<file path="config.mk">
export PLATFORM = sky130hd
export DESIGN_NAME = dmr_mode_regs
export DESIGN_NICKNAME = d
export VERILOG_FILES = /design/src/verilog/dmr_mode_regs.v /design/src/verilog/dmr_setpoint_pair.v
export VERILOG_INCLUDE_DIRS = /design/src /design/src/verilog
export SDC_FILE = /design/constraint.sdc
export NUM_CORES = 1
export LEC_CHECK = 0
export ABC_AREA = 1
export BUFFER_PORTS_ARGS = -buffer_cell sky130_fd_sc_hd__clkbuf_2
export CORE_UTILIZATION = 58
export CTS_CLUSTER_DIAMETER = 50
export DETAILED_ROUTE_END_ITERATION = 7
export GPL_TIMING_DRIVEN = 0
export PLACE_DENSITY_LB_ADDON = 0.15
export SLEW_MARGIN = 15
export SYNTH_ARGS = -nofsm -noshare
export SYNTH_HDL_FRONTEND = slang
export SYNTH_HIERARCHICAL = 1
export SYNTH_SLANG_ARGS = --single-unit
</file>
<file path="constraint.sdc">
create_clock -name clock -period 3.4 [get_ports clock]
set_clock_uncertainty 0.05 [all_clocks]
set_input_delay 0.17 -clock clock [delete_from_list [all_inputs] [get_ports clock]]
set_output_delay 0.17 -clock clock [all_outputs]
set_load 0.01 [all_outputs]
</file>
<file path="src/verilog/dmr_regs.vh">
`ifndef DMR_REGS_VH
`define DMR_REGS_VH
`define DMR_ADDR_RSVD_LO   6'h05
`define DMR_ADDR_RSVD_HI   6'h07
`define DMR_ADDR_INFO      6'h08
`define DMR_ADDR_RSVD_B    6'h09
`define DMR_ADDR_ZQRST     6'h0a
`define DMR_ADDR_TERM      6'h0b
`define DMR_ADDR_VREF      6'h0c
`define DMR_INFO_TYPE      2'h0
`define DMR_INFO_WIDTH     2'h0
`define DMR_TERM_DQ_LSB    0
`define DMR_TERM_CA_LSB    4
`define DMR_TERM_RSVD      3'h7
`define DMR_TERM_RESET     3'h0
`define DMR_VREF_MAX       6'h32
`define DMR_VREF_RESET     6'h1d
`define DMR_RANGE_RESET    1'h1
`define DMR_RANGE_BIT      6
`endif

</file>
<file path="src/verilog/dmr_mode_regs.v">
`timescale 1ns/1ps
`include "dmr_regs.vh"
module dmr_mode_regs #(
    parameter [3:0] DENSITY = 4'h0      // Density code
) (
    input  wire       clock,            // 100 MHz core clock
    input  wire       rst_n,            // Async reset, active low
    input  wire       mr_wr,            // Mode-register write strobe
    input  wire       mr_rd,            // Mode-register read strobe
    input  wire [5:0] mr_addr,          // Mode-register address
    input  wire [7:0] mr_wdata,         // Write operand
    input  wire       setpoint_write_select, // Set-point for access
    input  wire       setpoint_operate_select, // Set-point in use
    input  wire       cal_pin_grounded, // Calibration pin tied to ground
    input  wire       cal_cmd,          // Impedance-calibration command
    output wire [7:0] rd_data,          // Read data on low data lines
    output wire       rd_valid,         // Read data valid pulse
    output wire       impedance_cal_default_restore, // Restore default pulse
    output wire       cal_start,        // Calibration start pulse
    output wire [2:0] data_bus_termination, // Applied data termination
    output wire [2:0] cmd_bus_termination,  // Applied command termination
    output wire [5:0] cmd_ref_level,    // Applied reference level
    output wire       cmd_ref_range_select // Applied reference range
);
    reg        pin_s1_q, pin_s2_q;
    // Address decode flags
    reg        hit_info;
    reg        hit_zq;
    reg        hit_term;
    reg        hit_vref;
    reg        hit_rsvd;
    // Output flops and their next values
    reg  [7:0] rd_data_q;
    reg  [7:0] rd_data_d;
    reg        rd_valid_q;
    reg        rd_valid_d;
    reg        restore_q;
    reg        restore_d;
    reg        cal_start_q;
    reg        cal_start_d;
    reg  [2:0] dq_term_q;
    reg  [2:0] dq_term_d;
    reg  [2:0] ca_term_q;
    reg  [2:0] ca_term_d;
    reg  [5:0] ref_level_q;
    reg  [5:0] ref_level_d;
    reg        ref_range_q;
    reg        ref_range_d;
    wire       wr_term = mr_wr && hit_term;
    wire       wr_vref = mr_wr && hit_vref;
    wire [2:0] dq_in   = mr_wdata[`DMR_TERM_DQ_LSB +: 3];
    wire [2:0] ca_in   = mr_wdata[`DMR_TERM_CA_LSB +: 3];
    wire       dq_ok   = dq_in != `DMR_TERM_RSVD;
    wire       ca_ok   = ca_in != `DMR_TERM_RSVD;
    wire       vref_ok = mr_wdata[5:0] <= `DMR_VREF_MAX;
    wire [2:0] dq_rd, dq_act, ca_rd, ca_act;
    wire [6:0] vr_rd, vr_act;
    wire [7:0] info    = {`DMR_INFO_WIDTH, DENSITY, `DMR_INFO_TYPE};

    // Reserved codes are dropped so the applied field never holds them
    dmr_setpoint_pair #(.W(3), .RST(`DMR_TERM_RESET)) u_dq (
        .clock   (clock),
        .rst_n   (rst_n),
        .wr_en   (wr_term && dq_ok),
        .wr_data (dq_in),
        .wr_sel  (setpoint_write_select),
        .op_sel  (setpoint_operate_select),
        .rd_data (dq_rd),
        .act_data(dq_act)
    );
    dmr_setpoint_pair #(.W(3), .RST(`DMR_TERM_RESET)) u_ca (
        .clock   (clock),
        .rst_n   (rst_n),
        .wr_en   (wr_term && ca_ok),
        .wr_data (ca_in),
        .wr_sel  (setpoint_write_select),
        .op_sel  (setpoint_operate_select),
        .rd_data (ca_rd),
        .act_data(ca_act)
    );
    // Range always stored; level only when in the valid code span
    dmr_setpoint_pair #(.W(7), .RST({`DMR_RANGE_RESET, `DMR_VREF_RESET})) u_vr (
        .clock   (clock),
        .rst_n   (rst_n),
        .wr_en   (wr_vref),
        .wr_data ({mr_wdata[`DMR_RANGE_BIT], vref_ok ? mr_wdata[5:0] : vr_rd[5:0]}),
        .wr_sel  (setpoint_write_select),
        .op_sel  (setpoint_operate_select),
        .rd_data (vr_rd),
        .act_data(vr_act)
    );

    // Pin is asynchronous; only the second stage is read
    always @(posedge clock or negedge rst_n) begin
        if (!rst_n) begin
            pin_s1_q <= 1'b0;
            pin_s2_q <= 1'b0;
        end else begin
            pin_s1_q <= cal_pin_grounded;
            pin_s2_q <= pin_s1_q;
        end
    end

    // Decoded once so read mux, pulses and field writes agree on every address
    always @* begin
        hit_info = 1'b0;
        hit_zq   = 1'b0;
        hit_term = 1'b0;
        hit_vref = 1'b0;
        hit_rsvd = 1'b0;
        case (mr_addr)
            `DMR_ADDR_INFO: begin
                hit_info = 1'b1;
            end
            `DMR_ADDR_RSVD_B: begin
                hit_rsvd = 1'b1;
            end
            `DMR_ADDR_ZQRST: begin
                hit_zq = 1'b1;
            end
            `DMR_ADDR_TERM: begin
                hit_term = 1'b1;
            end
            `DMR_ADDR_VREF: begin
                hit_vref = 1'b1;
            end
            default: begin
                hit_rsvd = (mr_addr >= `DMR_ADDR_RSVD_LO) &&
                           (mr_addr <= `DMR_ADDR_RSVD_HI);
            end
        endcase
    end

    // Write-only and reserved addresses read zero, so a read never has side effects
    always @* begin
        rd_valid_d = mr_rd;
        rd_data_d  = 8'h00;
        if (mr_rd) begin
            if (hit_info) begin
                rd_data_d = info;
            end else if (hit_vref) begin
                rd_data_d = {1'b0, vr_rd};
            end else if (hit_rsvd) begin
                rd_data_d = 8'h00;
            end
        end
    end

    // A grounded calibration pin blocks calibration starts, not the default restore
    always @* begin
        restore_d   = mr_wr && hit_zq && mr_wdata[0];
        cal_start_d = cal_cmd && !pin_s2_q;
    end

    // Only the operate-selected copies ever reach the applied outputs
    always @* begin
        dq_term_d   = dq_act;
        ca_term_d   = ca_act;
        ref_level_d = vr_act[5:0];
        ref_range_d = vr_act[`DMR_RANGE_BIT];
    end

    always @(posedge clock or negedge rst_n) begin
        if (!rst_n) begin
            rd_data_q  <= 8'h00;
            rd_valid_q <= 1'b0;
        end else begin
            rd_data_q  <= rd_data_d;
            rd_valid_q <= rd_valid_d;
        end
    end

    always @(posedge clock or negedge rst_n) begin
        if (!rst_n) begin
            restore_q   <= 1'b0;
            cal_start_q <= 1'b0;
        end else begin
            restore_q   <= restore_d;
            cal_start_q <= cal_start_d;
        end
    end

    always @(posedge clock or negedge rst_n) begin
        if (!rst_n) begin
            dq_term_q   <= `DMR_TERM_RESET;
            ca_term_q   <= `DMR_TERM_RESET;
            ref_level_q <= `DMR_VREF_RESET;
            ref_range_q <= `DMR_RANGE_RESET;
        end else begin
            dq_term_q   <= dq_term_d;
            ca_term_q   <= ca_term_d;
            ref_level_q <= ref_level_d;
            ref_range_q <= ref_range_d;
        end
    end

    // Ports come straight from the flops above
    assign rd_data                       = rd_data_q;
    assign rd_valid                      = rd_valid_q;
    assign impedance_cal_default_restore = restore_q;
    assign cal_start                     = cal_start_q;
    assign data_bus_termination          = dq_term_q;
    assign cmd_bus_termination           = ca_term_q;
    assign cmd_ref_level                 = ref_level_q;
    assign cmd_ref_range_select          = ref_range_q;
endmodule

</file>
<file path="src/verilog/dmr_setpoint_pair.v">
`timescale 1ns/1ps
// Two set-point copies of one field; write/read by write-select, apply by operate-select
module dmr_setpoint_pair #(
    parameter       W   = 3,
    parameter [W-1:0] RST = {W{1'b0}}
) (
    input  wire         clock,      // Core clock
    input  wire         rst_n,      // Async reset, active low
    input  wire         wr_en,      // Write this field
    input  wire [W-1:0] wr_data,    // New value
    input  wire         wr_sel,     // Write-select set point
    input  wire         op_sel,     // Operate-select set point
    output wire [W-1:0] rd_data,    // Copy chosen by write-select
    output wire [W-1:0] act_data    // Copy chosen by operate-select
);
    reg [W-1:0] copy_q [0:1];
    genvar i;
    generate
        for (i = 0; i < 2; i = i + 1) begin : g_copy
            always @(posedge clock or negedge rst_n) begin
                if (!rst_n)
                    copy_q[i] <= RST;
                else if (wr_en && (wr_sel == (i != 0)))
                    copy_q[i] <= wr_data;
            end
        end
    endgenerate
    assign rd_data  = copy_q[wr_sel];
    assign act_data = copy_q[op_sel];
endmodule

</file>
; ---- Word-level counts from Yosys, hierarchy flattened
; Cells that the tools add are included.
[totals]
register_bits = 52
inputBits = 22
output_inout_bits = 24
[op_classes]
n_reduce_logical = 14
mux = 20
magnitude_cmp = 3
eq_ne = 6
bitwise = 3
[op_table]
columns = cell, n
row1 = $mux W7, 7
row2 = $eq A6 B4 Y1 const B, 4
row3 = $mux W3, 6
row4 = $mux W8, 2
row5 = $logic_and A1 B1 Y1, 13
row6 = $le A6 B6 Y1 const B, 1
row7 = $mux W6, 1
row8 = $ne A3 B3 Y1 const B, 2
row9 = $ge A2 B2 Y1 const B, 2
row10 = $mux W1, 4
row11 = $not A1 Y2, 2
row12 = $logic_not A1 Y1, 1
row13 = $not A1 Y1, 1

; ---- Depth between registers and ports, before layout
[depth]
depth_word = 7
mapped_depth = 9
depth_no_buf = 8

; ---- Hierarchy
; The synthesis kept the hierarchy.
[by_module_without_submodules]
columns = mod, area_per_inst_um2, cells_per_inst, seq_area_each_um2, n_inst
row1 = dmr_mode_regs, 910.9, 88, 631.9, 1
row2 = dmr_setpoint_pair (u_vr), 750.7, 99, 362.8, 1
row3 = dmr_setpoint_pair (u_ca ...), 332.8, 44, 150.1, 2

; ---- Worst setup path after synthesis
; Ideal clock, no wire load.
[synth_timing]
path_kind = flip-flop to flip-flop
start = reg u_vr/copy_q[11] (netlist name)
end = reg u_vr/copy_q[11] (netlist name)
setup_ps = 60
path_buffers = 0
period_less_slack_ps = 1209
stages_incl_launch_ff = 7
slack_ps = 2191
t_arrival_ps = 1099
cell_sequence = dfstp_2 > inv_1 > o21ai_0 > nor2_1 > a21oi_1 > nand3_1 > nand2_1
[synth_between]
elab_chain_len = 4
[synth_lines]
columns = element, line
row1 = start: declaration, dmr_setpoint_pair.v:16  ; reg [W-1:0] copy_q [0:1];
row2 = start signal: indexed assignment, dmr_setpoint_pair.v:24  ; copy_q[i] <= wr_data;
row3 = $mux W7 (not written as such) (3 in series), dmr_setpoint_pair.v:28  ; assign rd_data = copy_q[wr_sel];
row4 = net vr_rd[4], dmr_mode_regs.v:57  ; wire [6:0] vr_rd, vr_act;
row5 = $mux W6, dmr_mode_regs.v:86  ; .wr_data ({mr_wdata[`DMR_RANGE_BIT], vref_ok ? mr_wdata[5:0] : vr_rd[5:0]}),
; The timed path passes the listed nets, and every way through them passes these cells. The select of a mux whose other input is x is not followed.
; A chain may end at the register's enable or synchronous reset.

; ---- Worst setup path after layout
[layout_timing]
start = reg u_vr/copy_q[9] (netlist name)
end = reg u_vr/copy_q[9] (netlist name)
; Same word-level chain as after synthesis.

==> flow_summary.yaml <==
timing:
  finalSetupTns_ns: 0
  report.final.slew_viol_count: 0
  measured_slew_at_the_worst_slew_check_pin_ns: 0.655
  timing_hold_violations_final: 0
  fmaxAchievable_ghz: 0.728
  timing.max_slew.rel_slack_pct: 56.3
  grt_setup_unrepaired: "false"
  period_minus_slack_ns: 1.37
  timing.final.crit_share_pct: 40.4
  setup_violations: 0
cells_and_area:
  post_route_cells_drive_above_1_share_pct: 27.4
  antenna-diode-count: 0
  mostFrequentLayoutCells: "nand2_1, clkbuf_2, dfrtp_1, nand3_1, inv_1"
  design_area_sq_um: 2690
  mostFrequentLayoutCell: "nand2_1"
  layout.nets: 339
  post_layout_nonfiller_instances: 366
  syn_to_final_growth_pct: 18.4
worst_setup_path:
  path_max_fanout: 2
  critical_path.slowest_cell: "dfstp_2"
  worstPathCellList: "inv_1 > o21ai_0 > nand3_1 > o21ai_0 > nand3_1 > nand2_1"
  worstSetupEndpoint: "u_vr/copy_q[9]$_DFFE_PN1P_"
  startpoint_type: "flip-flop"
  worstPathArrival_ns: 1.57
  crit_path_max_incr_delay_ns: 0.54
  timing_worst_setup_path_type: "flip-flop to flip-flop"
  rr_worst_depth: 6
  timing.critical_path.to_type: "flip-flop"
  cp.buffers_inverters: 1
  worst_r2r_startpoint: "u_vr/copy_q[9]$_DFFE_PN1P_"
  critical_path_cell_count: 6
  worst_setup_path_startpoint: "u_vr/copy_q[9]$_DFFE_PN1P_"
  critical_path_required_ns: 3.60
  worst_r2r_endpoint: "u_vr/copy_q[9]$_DFFE_PN1P_"
  path_delay_family: "flip-flops"
  reg2reg_setup_slack_ns: 2.03
synth:
  synthesis.instances: 263
  yosys_warnings: 6
  synth_area_per_cell_sq_um: 8.65
  synth.net_count: 285
  synth_area_sq_um: 2270
clocking:
  clock_tree.buffer_depth: 2
  path_clk_slew_ns: 0.08
  cts-buffers-inserted: 5
  clock_latency_ns: 0.30
  cts_num_sinks: 51
  hold_buffers: 4
  post_cts.repair.setup_buffers: 0
  cts_tree: "yes"
  clock_tree.root_cell: "clkbuf_8"
  htree_num_levels: 2
  ctsResizeCount: 0
global_routing:
  global_route.usage.total_pct: 24.4
  grt_pass1_vias: 1771
  antenna_found_initial: 0
  grt_overflow: 0
  grt_start_max_net_pins: 52
  grt_first_pass_wirelength_um: 7580
route:
  vias: 1839
  drt_iter0_markers: 179
  detail_route.wirelength_um: 4460
  number_of_antenna_violating_nets_in_the_routed_design: 0
  routedWlPerCell_um: 12.2
  drc_errors_left: 0
  detailedRoute.firstPassIterationCount: 4
  via_per_inst: 5.02
die:
  die-area_sq_um: 4180
  initial_core_util_pct: 61.2
  core_box_area_sq_um: 3720
  dieWidth_um: 64.6
  total_i_o_pin_count: 46
  chipHeight_um: 64.6
  core.rowCount: 22
place:
  detailed_place_hpwl_um: 3140
  port_buffers: 43
  globalplace.congestion: 0.784
  placement_stage_cell_area_sq_um: 2550
  dpl.cell_count: 354
worst_hold_path:
  hp-start: "mr_addr[0]"
  worst_min_delay_path_category: "input port to flip-flop"
power:
  p_total_mw: 1.17
  power.ir.vdd_worst_mv: 0.232
  power_density_nw_per_um2: 433
  power.leakage_nw: 1.42
outcome:
  outcome: "complete, no violations"
flow_run:
  cap_viol_max_count: 0
==> worst min-delay path by stage <==
stage,end,cells after the start
final,impedance_cal_default_restore$_DFF_PN0_,2
after global routing,impedance_cal_default_restore$_DFF_PN0_,2
after CTS,impedance_cal_default_restore$_DFF_PN0_,2
after detailed placement,cal_start$_DFF_PN0_,1
after global placement,pin_s1_q$_DFF_PN0_,1
after floorplan,cal_start$_DFF_PN0_,0
==> sequential cells by signal, indices dropped and copies added (netlist names), 3 cells and up <==
signal                flops
data_bus_termination      3
cmd_ref_level             6
cmd_bus_termination       3
u_dq/copy_q               6
rd_data                   7
u_ca/copy_q               6
u_vr/copy_q              14
==> layer usage <==
| metal | share of wire [%] | track usage, % | vias up |
|---|---|---|---|
| li1 | - | - | 926 |
| met1 | 43 | 29.4 | 848 |
| met2 | 50 | 42.0 | 58 |
| met3 | 5.7 | 5.28 | 7 |
| met4 | 1.5 | 10.6 | 0 |
| met5 | 0 | 0 | - |
==> power by group <==
part	leakage [nW]	switching, mW	internal (mW)	total [mW]
clock network	0.0515	0.180	0.186	0.365
logic	0.725	0.0851	0.0486	0.134
registers	0.643	0.0165	0.651	0.668
==> worst register-to-register path, cell delays in order, from the launching register on <==
cell and delay, ns:
dfstp_2 0.54, inv_1 0.04, o21ai_0 0.28, nand3_1 0.11
o21ai_0 0.12, nand3_1 0.10, nand2_1 0.08
==> area by class of cell <==
cell class	count	area (sq um)
Inverter	29	109
Sequential cell	51	1290
Fill cell	297	1020
Tap cell	48	60.1
Multi-Input combinational cell	173	776
Clock buffer	8	100
Timing Repair Buffer	47	258
Buffer	10	95.1
==> through the flow <==
stage	worst slack, ns	hold slack (ns)	util [%]
floorplan	2.19	-0.176	-
global placement	2.00	0.230	68.6
detailed placement	1.96	0.218	68.7
CTS	2.04	0.00774	72.5
global route	1.95	0.0204	72.5
finish	2.03	0.0152	72.5
(Power assumes the default switching activity.)
